[config.mk]
export PLATFORM = sky130hd
export DESIGN_NAME = doag_core
export DESIGN_NICKNAME = d
export VERILOG_FILES = /design/src/logic/doag_pkg.sv /design/src/logic/doag_core.sv
export SDC_FILE = /design/constraint.sdc
export NUM_CORES = 1
export LEC_CHECK = 0
export ABC_CLOCK_PERIOD_IN_PS = 5000
export BUFFER_PORTS_ARGS = -buffer_cell sky130_fd_sc_hd__buf_2
export CORE_MARGIN = 2
export CORE_UTILIZATION = 42
export CTS_CLUSTER_DIAMETER = 200
export DETAILED_ROUTE_END_ITERATION = 8
export PLACE_DENSITY = 0.78
export SYNTH_ARGS = -nofsm -noshare
export SYNTH_HDL_FRONTEND = slang
export SYNTH_SLANG_ARGS = --single-unit
[constraint.sdc]
create_clock -name mclk_i -period 5 [get_ports mclk_i]
set_input_delay 0.5 -clock mclk_i [delete_from_list [all_inputs] [get_ports mclk_i]]
set_output_delay 0.5 -clock mclk_i [all_outputs]
set_load 0.005 [all_outputs]
[src/logic/doag_pkg.sv]
// package for the data operand address generator
package doag_pkg;
  localparam int ADDR_W = 12;
  localparam int BANK_W = 4;
  localparam logic [7:0] ACCESS_SPLIT = 8'h60;
  localparam logic [7:0] ILO_MAX = 8'h5f;
  localparam logic [3:0] SFR_BANK = 4'hf;
  localparam logic [3:0] LOW_BANK = 4'h0;
  localparam logic [11:0] ADDR_RST = 12'h000;
  localparam logic [7:0] WREG_RST = 8'h00;
  localparam logic [3:0] BSR_RST = 4'h0;
  // alias low-address codes within the sfr bank (per pointer, step 8)
  localparam logic [7:0] ALIAS_BASE = 8'hef;
  localparam logic [2:0] OFS_POINTER_PLUS_WORKING_ALIAS = 3'h0;
  localparam logic [2:0] OFS_PRE_INCREMENT_ALIAS = 3'h1;
  localparam logic [2:0] OFS_POST_DECREMENT_ALIAS = 3'h2;
  localparam logic [2:0] OFS_POST_INCREMENT_ALIAS = 3'h3;
  localparam logic [2:0] OFS_INDIRECT = 3'h4;
  localparam logic [2:0] OFS_PTR_LO = 3'h5;
  localparam logic [2:0] OFS_PTR_HI = 3'h6;

  typedef enum logic [2:0] {
    DOAG_INHERENT = 3'b000,
    DOAG_LITERAL = 3'b001,
    DOAG_DIRECT = 3'b010,
    DOAG_INDIRECT = 3'b011,
    DOAG_INDEXED = 3'b100,
    DOAG_FULL12 = 3'b101
  } doag_mode_e;

  typedef enum logic [1:0] {
    DOAG_CLS_INH = 2'b00,
    DOAG_CLS_LIT = 2'b01,
    DOAG_CLS_FILE = 2'b10,
    DOAG_CLS_MOVE = 2'b11
  } doag_cls_e;

  // decoded instruction fields from the decode stage
  typedef struct packed {
    logic valid;
    doag_cls_e cls;
    logic acc_bit;
    logic dst_bit;
    logic has_dst;
    logic imp_to_reg;
    logic [7:0] file_lit;
    logic [11:0] src12;
    logic [11:0] dst12;
    logic [19:0] prog_lit;
  } doag_instr_s;

  // address and steering result
  typedef struct packed {
    logic valid;
    doag_mode_e mode;
    logic [11:0] addr;
    logic [11:0] dst_addr;
    logic to_wreg;
    logic [19:0] prog_target;
    logic [7:0] literal;
  } doag_result_s;
endpackage

[src/logic/doag_core.sv]
// data operand address generator: mode decode, address forming, pointers
`timescale 1ns/10ps
module doag_core (
  input wire logic mclk_i,
  input wire logic rstn_i,
  input wire logic extended_isa_enable_i,
  input doag_pkg::doag_instr_s instr_i,
  input wire logic [3:0] bank_select_reg_i,
  input wire logic [7:0] wreg_i,
  input wire logic ptr_wr_i,
  input wire logic [1:0] ptr_wr_sel_i,
  input wire logic ptr_wr_hi_i,
  input wire logic [7:0] ptr_wr_data_i,
  output doag_pkg::doag_result_s result_o,
  output logic [11:0] ptr0_o,
  output logic [11:0] ptr1_o,
  output logic [11:0] ptr2_o,
  output logic alias_hit_o
);
  import doag_pkg::*;

  logic [11:0] ptr_reg [3];
  logic [11:0] ptr_next [3];
  doag_result_s result_reg;
  doag_result_s result_next;
  logic alias_hit_reg;

  // access bank: low literals to bank 0, the rest to the sfr bank
  function automatic logic [11:0] access_map(input logic [7:0] lit);
    access_map = (lit < ACCESS_SPLIT) ? {LOW_BANK, lit} : {SFR_BANK, lit};
  endfunction

  // alias decode on a 12-bit address: returns hit, pointer index, kind
  function automatic logic [5:0] alias_dec(input logic [11:0] a);
    logic [7:0] rel;
    logic [7:0] lo;
    rel = 8'h00;
    lo = a[7:0];
    alias_dec = 6'h00;
    if (a[11:8] == SFR_BANK && lo <= ALIAS_BASE && lo >= 8'hd8) begin
      rel = ALIAS_BASE - lo;
      if (rel[2:0] <= OFS_INDIRECT && rel[4:3] != 2'b11) begin
        alias_dec = {1'b1, rel[4:3], rel[2:0]};
      end
    end
  endfunction

  // direct file address before alias resolution
  wire ilo_sel = extended_isa_enable_i && !instr_i.acc_bit
                 && instr_i.file_lit <= ILO_MAX;
  wire [11:0] ilo_addr = ptr_reg[2] + {4'h0, instr_i.file_lit};
  wire [11:0] direct_addr = instr_i.acc_bit
    ? {bank_select_reg_i, instr_i.file_lit}
    : access_map(instr_i.file_lit);
  wire is_file = instr_i.cls == DOAG_CLS_FILE;
  wire [11:0] file_addr = ilo_sel ? ilo_addr : direct_addr;
  wire [11:0] eff_base = (instr_i.cls == DOAG_CLS_MOVE)
    ? instr_i.src12 : file_addr;
  wire [5:0] adec = alias_dec(eff_base);
  wire alias_hit = instr_i.valid && (is_file
    || instr_i.cls == DOAG_CLS_MOVE) && adec[5];
  wire [1:0] asel = adec[4:3];
  wire [2:0] akind = adec[2:0];
  wire [11:0] sel_ptr = ptr_reg[asel];
  wire [11:0] wsext = {{4{wreg_i[7]}}, wreg_i};
  wire [11:0] ptr_inc = sel_ptr + 12'h001;
  wire [11:0] ptr_dec = sel_ptr - 12'h001;
  // indirect target per alias kind
  wire [11:0] ind_addr = (akind == OFS_PRE_INCREMENT_ALIAS) ? ptr_inc
    : (akind == OFS_POINTER_PLUS_WORKING_ALIAS) ? sel_ptr + wsext
    : sel_ptr;
  wire [11:0] op_addr = alias_hit ? ind_addr : eff_base;

  always_comb begin
    result_next = '0;
    result_next.valid = instr_i.valid;
    result_next.prog_target = instr_i.prog_lit;
    result_next.literal = instr_i.file_lit;
    result_next.addr = ADDR_RST;
    result_next.dst_addr = ADDR_RST;
    result_next.to_wreg = 1'b0;
    result_next.mode = DOAG_INHERENT;
    case (instr_i.cls)
      DOAG_CLS_INH: begin
        result_next.mode = DOAG_INHERENT;
        result_next.literal = 8'h00;
      end
      DOAG_CLS_LIT: begin
        result_next.mode = DOAG_LITERAL;
        result_next.to_wreg = 1'b1;
      end
      DOAG_CLS_FILE: begin
        result_next.mode = alias_hit ? DOAG_INDIRECT
          : ilo_sel ? DOAG_INDEXED : DOAG_DIRECT;
        result_next.addr = op_addr;
        result_next.dst_addr = op_addr;
        if (instr_i.has_dst) begin
          result_next.to_wreg = !instr_i.dst_bit;
        end else begin
          result_next.to_wreg = !instr_i.imp_to_reg;
        end
      end
      default: begin
        result_next.mode = DOAG_FULL12;
        result_next.addr = op_addr;
        result_next.dst_addr = instr_i.dst12;
      end
    endcase
  end

  // pointer update: a direct write wins for the byte it writes; the other byte keeps any alias step
  always_comb begin
    for (int i = 0; i < 3; i++) begin
      ptr_next[i] = ptr_reg[i];
    end
    if (alias_hit) begin
      if (akind == OFS_POST_INCREMENT_ALIAS || akind == OFS_PRE_INCREMENT_ALIAS) begin
        ptr_next[asel] = ptr_inc;
      end else if (akind == OFS_POST_DECREMENT_ALIAS) begin
        ptr_next[asel] = ptr_dec;
      end
    end
    if (ptr_wr_i && ptr_wr_sel_i != 2'b11) begin
      if (ptr_wr_hi_i) begin
        ptr_next[ptr_wr_sel_i][11:8] = ptr_wr_data_i[3:0];
      end else begin
        ptr_next[ptr_wr_sel_i][7:0] = ptr_wr_data_i;
      end
    end
  end

  always_ff @(posedge mclk_i or negedge rstn_i) begin
    if (!rstn_i) begin
      for (int i = 0; i < 3; i++) begin
        ptr_reg[i] <= ADDR_RST;
      end
      result_reg <= '0;
      alias_hit_reg <= 1'b0;
    end else begin
      ptr_reg <= ptr_next;
      result_reg <= result_next;
      alias_hit_reg <= alias_hit;
    end
  end

  assign result_o = result_reg;
  assign ptr0_o = ptr_reg[0];
  assign ptr1_o = ptr_reg[1];
  assign ptr2_o = ptr_reg[2];
  assign alias_hit_o = alias_hit_reg;

  // assertions
  property p_ilo_off;
    @(posedge mclk_i) disable iff (!rstn_i)
    !extended_isa_enable_i |=> result_o.mode != DOAG_INDEXED;
  endproperty
  a_ilo_off: assert property (p_ilo_off) else $error("indexed mode without extension");
  property p_banked;
    @(posedge mclk_i) disable iff (!rstn_i)
    (instr_i.valid && is_file && instr_i.acc_bit && !alias_hit)
      |=> result_o.addr == $past({bank_select_reg_i, instr_i.file_lit});
  endproperty
  a_banked: assert property (p_banked) else $error("banked address wrong");
  property p_access;
    @(posedge mclk_i) disable iff (!rstn_i)
    (instr_i.valid && is_file && !instr_i.acc_bit && !ilo_sel && !alias_hit)
      |=> result_o.addr[11:8] == (result_o.addr[7:0] < ACCESS_SPLIT
          ? LOW_BANK : SFR_BANK);
  endproperty
  a_access: assert property (p_access) else $error("access map wrong");
  property p_move;
    @(posedge mclk_i) disable iff (!rstn_i)
    (instr_i.valid && instr_i.cls == DOAG_CLS_MOVE)
      |=> result_o.dst_addr == $past(instr_i.dst12);
  endproperty
  a_move: assert property (p_move) else $error("move dest wrong");
  property p_dst;
    @(posedge mclk_i) disable iff (!rstn_i)
    (instr_i.valid && is_file && instr_i.has_dst)
      |=> result_o.to_wreg == !$past(instr_i.dst_bit);
  endproperty
  a_dst: assert property (p_dst) else $error("destination steer wrong");
  property p_post_increment_alias;
    @(posedge mclk_i) disable iff (!rstn_i)
    (alias_hit && akind == OFS_POST_INCREMENT_ALIAS && asel == 2'd0 && !ptr_wr_i)
      |=> ptr0_o == $past(ptr0_o) + 12'h001;
  endproperty
  a_post_increment_alias: assert property (p_post_increment_alias) else $error("post increment wrong");
  property p_pointer_plus_working_alias;
    @(posedge mclk_i) disable iff (!rstn_i)
    (alias_hit && akind == OFS_POINTER_PLUS_WORKING_ALIAS && !ptr_wr_i)
      ##1 1'b1 |-> $stable(ptr0_o) && $stable(ptr1_o) && $stable(ptr2_o);
  endproperty
  a_pointer_plus_working_alias: assert property (p_pointer_plus_working_alias) else $error("plus working changed pointer");
  property p_ilo;
    @(posedge mclk_i) disable iff (!rstn_i)
    (instr_i.valid && is_file && ilo_sel && !alias_hit)
      |=> result_o.mode == DOAG_INDEXED
          && result_o.addr == $past(ptr2_o + {4'h0, instr_i.file_lit});
  endproperty
  a_ilo: assert property (p_ilo) else $error("indexed address wrong");
  property p_inh;
    @(posedge mclk_i) disable iff (!rstn_i)
    (instr_i.valid && instr_i.cls == DOAG_CLS_INH)
      |=> result_o.mode == DOAG_INHERENT && result_o.literal == 8'h00;
  endproperty
  a_inh: assert property (p_inh) else $error("inherent carried operand");
  property p_lit;
    @(posedge mclk_i) disable iff (!rstn_i)
    (instr_i.valid && instr_i.cls == DOAG_CLS_LIT)
      |=> result_o.mode == DOAG_LITERAL && result_o.to_wreg;
  endproperty
  a_lit: assert property (p_lit) else $error("literal mode wrong");
  property p_prog;
    @(posedge mclk_i) disable iff (!rstn_i)
    instr_i.valid
      |=> result_o.prog_target == $past(instr_i.prog_lit);
  endproperty
  a_prog: assert property (p_prog) else $error("program target wrong");
  property p_implicit;
    @(posedge mclk_i) disable iff (!rstn_i)
    (instr_i.valid && is_file && !instr_i.has_dst)
      |=> result_o.to_wreg == !$past(instr_i.imp_to_reg);
  endproperty
  a_implicit: assert property (p_implicit) else $error("implicit dest");
  property p_dst_w;
    @(posedge mclk_i) disable iff (!rstn_i)
    (instr_i.valid && is_file && instr_i.has_dst && !instr_i.dst_bit)
      |=> result_o.to_wreg;
  endproperty
  a_dst_w: assert property (p_dst_w) else $error("working dest wrong");
  property p_move_src;
    @(posedge mclk_i) disable iff (!rstn_i)
    (instr_i.valid && instr_i.cls == DOAG_CLS_MOVE && !alias_hit)
      |=> result_o.addr == $past(instr_i.src12);
  endproperty
  a_move_src: assert property (p_move_src) else $error("move source");
  property p_direct_mode;
    @(posedge mclk_i) disable iff (!rstn_i)
    (instr_i.valid && is_file && !ilo_sel && !alias_hit)
      |=> result_o.mode == DOAG_DIRECT;
  endproperty
  a_direct_mode: assert property (p_direct_mode) else $error("direct");
  property p_pre_increment_alias;
    @(posedge mclk_i) disable iff (!rstn_i)
    (alias_hit && akind == OFS_PRE_INCREMENT_ALIAS && asel == 2'd1 && !ptr_wr_i)
      |=> ptr1_o == $past(ptr1_o) + 12'h001 && result_o.addr == ptr1_o;
  endproperty
  a_pre_increment_alias: assert property (p_pre_increment_alias) else $error("pre increment wrong");
  property p_post_decrement_alias;
    @(posedge mclk_i) disable iff (!rstn_i)
    (alias_hit && akind == OFS_POST_DECREMENT_ALIAS && asel == 2'd0 && !ptr_wr_i)
      |=> ptr0_o == $past(ptr0_o) - 12'h001;
  endproperty
  a_post_decrement_alias: assert property (p_post_decrement_alias) else $error("post decrement");
  // plain indirect must not add anything to the pointer; only pointer 2 is checked for not moving
  property p_indirect;
    @(posedge mclk_i) disable iff (!rstn_i)
    (alias_hit && akind == OFS_INDIRECT && !ptr_wr_i)
      |=> result_o.addr == $past(sel_ptr) && $stable(ptr2_o);
  endproperty
  a_indirect: assert property (p_indirect) else $error("indirect wrong");
  property p_sel_refused;
    @(posedge mclk_i) disable iff (!rstn_i)
    (ptr_wr_i && ptr_wr_sel_i == 2'b11 && !alias_hit)
      |=> $stable(ptr0_o) && $stable(ptr1_o) && $stable(ptr2_o);
  endproperty
  a_sel_refused: assert property (p_sel_refused) else $error("sel 3");
  property p_ptr_hi;
    @(posedge mclk_i) disable iff (!rstn_i)
    (ptr_wr_i && ptr_wr_hi_i && ptr_wr_sel_i == 2'd0)
      |=> ptr0_o[11:8] == $past(ptr_wr_data_i[3:0]);
  endproperty
  a_ptr_hi: assert property (p_ptr_hi) else $error("pointer high byte");
  property p_hit;
    @(posedge mclk_i) disable iff (!rstn_i)
    alias_hit |=> alias_hit_o;
  endproperty
  a_hit: assert property (p_hit) else $error("alias hit lost");
  property p_mode_legal;
    @(posedge mclk_i) disable iff (!rstn_i)
    instr_i.valid |=> result_o.mode <= DOAG_FULL12;
  endproperty
  a_mode_legal: assert property (p_mode_legal) else $error("bad mode");
endmodule // doag_core

# Yosys cells after proc, flatten, opt, wreduce, memory -nomap -nowiden
# Index checks and enable logic that the tools add are counted.
# totals
regBits	94
output_inout_bits	94
input_bits	86
word_cells	88
# classes
eq_ne	9
order_cmp	9
n_reduce_logical	18
addsub	5
bitwise_logic	2
n_mux	34
# op_table
operator	n
36-bit two-way mux	5
36-bit bitwise mux	4
12-bit two-way mux	11
12-bit demux with 2-bit select	3
24-bit case mux with 2 select lines	1
12-bit binary-select mux with 2-bit select	1
8-bit two-way mux	2
12-bit by 1-bit adder with 12-bit output (second input constant)	1
12-bit adder	1
12-bit by 8-bit adder with 12-bit output	1
6-bit two-way mux	2
12-bit by 1-bit subtractor with 12-bit output (second input constant)	1
1-bit logical AND	10
3-bit case mux with 3 select lines	1
8-bit >= comparator (second input constant)	1
8-bit by 7-bit less-or-equal comparator with 1-bit output (second input constant)	1
8-bit less-or-equal comparator (second input constant)	1
8-bit by 7-bit less-than comparator with 1-bit output (second input constant)	1
3-bit by 2-bit equality test with 1-bit output (second input constant)	2
3-bit >= comparator (second input constant)	2
3-bit by 1-bit less-than comparator with 1-bit output (second input constant)	2
3-bit two-way mux	2
2-bit inverter with 3-bit output	2
4-bit by 5-bit subtractor with 5-bit output (first input constant)	1
other kinds (13)	18

# Logic depth before layout (Yosys ltp)
# depth
depth_word	22
ltp_mapped	25
depth_no_buf	23

# Worst setup path before layout
# No wires, ideal clock.
# synth_timing
path_kind	in2reg
start	in instr_i[44] (netlist bit)
end	reg result_reg, in the netlist result_o[38]
n_path_buf	0
required_time_ps	4863
arrival_ps	5460
setup_slack_ps	-597
setup_ps	137
path_stages	23
cell_sequence	ha_1 -> fa_1 -> a211oi_1 -> o31ai_1 -> o2111ai_1 -> mux2_2 -> nand2_1 -> nand4b_1 -> or3_4 -> o221ai_4 -> inv_2 -> ha_1 -> a31o_2 -> a21o_1 -> a21oi_1 -> nor2b_1 -> o21a_1 -> a311o_1 -> nand3_1 -> a21oi_1 -> o21a_1 -> o31ai_1 -> o31ai_1
# synth_rtl
item	line_no	source
start, declared	doag_core.sv:7	input doag_pkg::doag_instr_s instr_i,
end signal, assigned	doag_core.sv:141	result_reg <= result_next;
end, declared	doag_core.sv:24	doag_result_s result_reg;

==> results_dict.tcl <==
set metrics [dict create \
    status "finished with violations" \
    failed_checks "negative setup slack" \
    yosys.area_share.simple 0.244 \
    end_kind "flop" \
    syn_nets 939 \
    synth_mux_area_frac 0.0198 \
    fin_worst_skew_ns 0.0110 \
    grt-ovfl-total 0 \
    synth_flop_cell "dfrtp_1" \
    grt_pass1_wl_um 44100 \
    ir_worst_vdd_mv 0.176 \
    maxSlewHeadroom 0.439 \
    io-pin-count 180 \
    path_delay_family "compound AO/OA/AOI/OAI gates" \
    dieArea_um2 18200 \
    maxCapViolCount 0 \
    drv_slew 0 \
    syn-cell-area_um2 7200 \
    grt_max_degree 63 \
    place_ws_ns -0.377 \
    min_path_type "input pin to async pin" \
    cts_tree "done" \
    finalSetupViolations 3 \
    clockRootBuffer "clkbuf_16" \
    clkLatencyLatePin_ns 0.36 \
    clockPowerShare 0.236 \
    syn_avg_cell_area_um2 8.69 \
    min_period_ns 5.04 \
    synth_top_area_cell "dfrtp_1" \
    drtPass1Iterations 6 \
    crit_arrival_ns 5.31 \
    cts.sinks 94 \
    synth_cells 828 \
    crit_path_start_kind "flop" \
    clk_path_buf_depth 2 \
    vias 8309 \
    internal_power_mw 1.83 \
    p_per_area_nw_per_um2 304 \
    clk_pin_slew_worst_paths_ns 0.07 \
    wire_per_inst_um 21.4 \
    ys_ff_latch 94 \
    synth_xor_area_frac 0.0280 \
    criticalPathCategory "flop to flop" \
    ys_async_sr_fraction 1.00 \
    rrSetupSlack_ns -0.04 \
    synth_compound_area_frac 0.297 \
    pwr-share-seq 0.315 \
    slowest_stage "or3b_2" \
    synth_top_family_by_area "compound AO/OA/AOI/OAI gates" \
    core.rowCount 47 \
    finalCritPeriodShare 1.01 \
    antenna_found_initial 0 \
    worst_pin_slew_ns 0.838 \
    synth_most_common_cell "dfrtp_1" \
    synth_warnings 0 \
    drive_gt1_frac 0.387 \
    place_inst 1334 \
    synth_fa_ha_area_frac 0.0445 \
    area_delta_synth_final_pct 36.5 \
    drt_iter0_markers 834 \
    crit_fanout 5 \
    htree_levels 3 \
    fin_cells 1353 \
    hold_viol_final 0 \
    portBuffers 179 \
    p_leak_nw 4.44 \
    gp_congestion 1.02 \
    antenna_cells 0 \
    final_nets 1240 \
    wl_um 29000 \
    setup_tns_ns -0.0674 \
    grt_usage 0.315 \
    core_area_um2 16600 \
    ant_nets 0 \
    cpPeakStageDelay_ns 0.46 \
    grt_pass1_vias 7931 \
    dieWidth_um 135 \
    rsz0062_at_grt "yes" \
    initial_utilization 0.432 \
    vias_per_cell 6.14 \
    power_switching_share 0.387 \
    dp_hpwl_um 23000 \
    setup_slack_ns -0.0405 \
    synth_area_leaders "dfrtp_1 33%, nand2_1 4.7%, a21oi_1 4.2%, ha_1 4.2%, nor2_1 3.3%" \
    fmax_mhz 198 \
    path_buf_inv 4 \
    synth_top_cell_area_share 0.327 \
    combPwrFrac 0.449 \
    die_h_um 135 \
    cts-buffers-inserted 9 \
    p_sw_mw 1.16 \
    synth_cell_types 96 \
    drc 0 \
    synthTopCellsByCount "94 x dfrtp_1, 91 x nand2_1, 64 x nor2_1, 60 x a21oi_1, 41 x o21ai_0" \
    ys_seq_area_frac 0.327 \
    design_area_um2 9820 \
    whs_ns 0.0755 \
    dpl_cell_area_um2 9340 \
    worst_ep_required_time_ns 5.27 \
    synth_edf_count 0 \
]
## power by group through the flow
stage / sequential (mW) / clock [mW] / combinational, mW
floorplan: 0.937 / 0 / 0.688
global placement: 0.952 / 0 / 1.23
detailed placement: 0.952 / 0 / 1.25
CTS: 0.938 / 0.712 / 1.27
global route: 0.949 / 0.742 / 1.44
finish: 0.942 / 0.704 / 1.34
## cells by family after synthesis
family / Yosys count
xor gates and xnor gates: 23
adders and majority gates: 25
buffers and inverters: 62
and+or+nand+nor: 321
muxes: 14
DFF: 94
AOI/OAI and AO/OA: 289
## layer usage
layer	share of wire	GRT usage	vias up
met5	0	0	-
met1	0.39	0.399	3874
met3	0.11	0.0856	100
li1	-	-	3755
met4	0.041	0.125	0
met2	0.45	0.511	580
## sequential cells by signal, indices dropped and copies added, names as in the netlist
| signal | flops |
|---|---|
| ptr2_o | 12 |
| ptr1_o | 12 |
| ptr0_o | 12 |
| result_o | 57 |
| alias_hit_o | 1 |
## per-stage QoR
step,total power [mW],utilization
6_report,2.99,0.590
5_1_grt,3.13,0.590
4_1_cts,2.92,0.581
3_5_place_dp,2.20,0.561
3_3_place_gp,2.19,0.561
2_1_floorplan,1.62,-
## final cells by class
cell class              instances  area, µm²
multi-input cells             672       4790
clock buffers                   9        225
repair buffers                327       2010
inverters                      25       96.3
fillers                      1464       6820
flip-flops and latches         94       2350
clock inverters                 6       68.8
well taps                     220        275
## repair_timing
item | 4_1_cts | 5_1_grt
gates cloned | 0 | 0
hold buffers | 0 | 0
setup buffers | 1 | 3
resized for setup | 7 | 27
hold endpoints to repair | 0 | 0
endpoints found under the setup margin | 13 | 14
pin swaps | 3 | 7
## placed cells by master (no fill, tap or decap), types with 19 or more instances in the layout
master   netlist  routed
nand3_1       20      19
buf_2          4     178
nor3_1        23      23
o21ai_1       18      19
dfrtp_1       94      94
ha_1          24      20
buf_4          2     148
o21ai_0       41      39
a21oi_1       60      54
nor2_1        64      63
nand2_1       91      90
## worst paths after layout
| path | start | to | cells after the start |
|---|---|---|---|
| min in group mclk_i | instr_i[16] | result_o[24]$_DFF_PN0_ | 1 |
| min | rstn_i | ptr1_o[10]$_DFF_PN0_ | 1 |
| max reg2reg | ptr2_o[0]$_DFF_PN0_ | result_o[49]$_DFF_PN0_ | 25 |
| max in group asynchronous | rstn_i | result_o[3]$_DFF_PN0_ | 2 |
| max | ptr2_o[0]$_DFF_PN0_ | result_o[49]$_DFF_PN0_ | 25 |
| min reg2reg | ptr1_o[3]$_DFF_PN0_ | ptr1_o[3]$_DFF_PN0_ | 2 |
(Power assumes the default switching activity.)
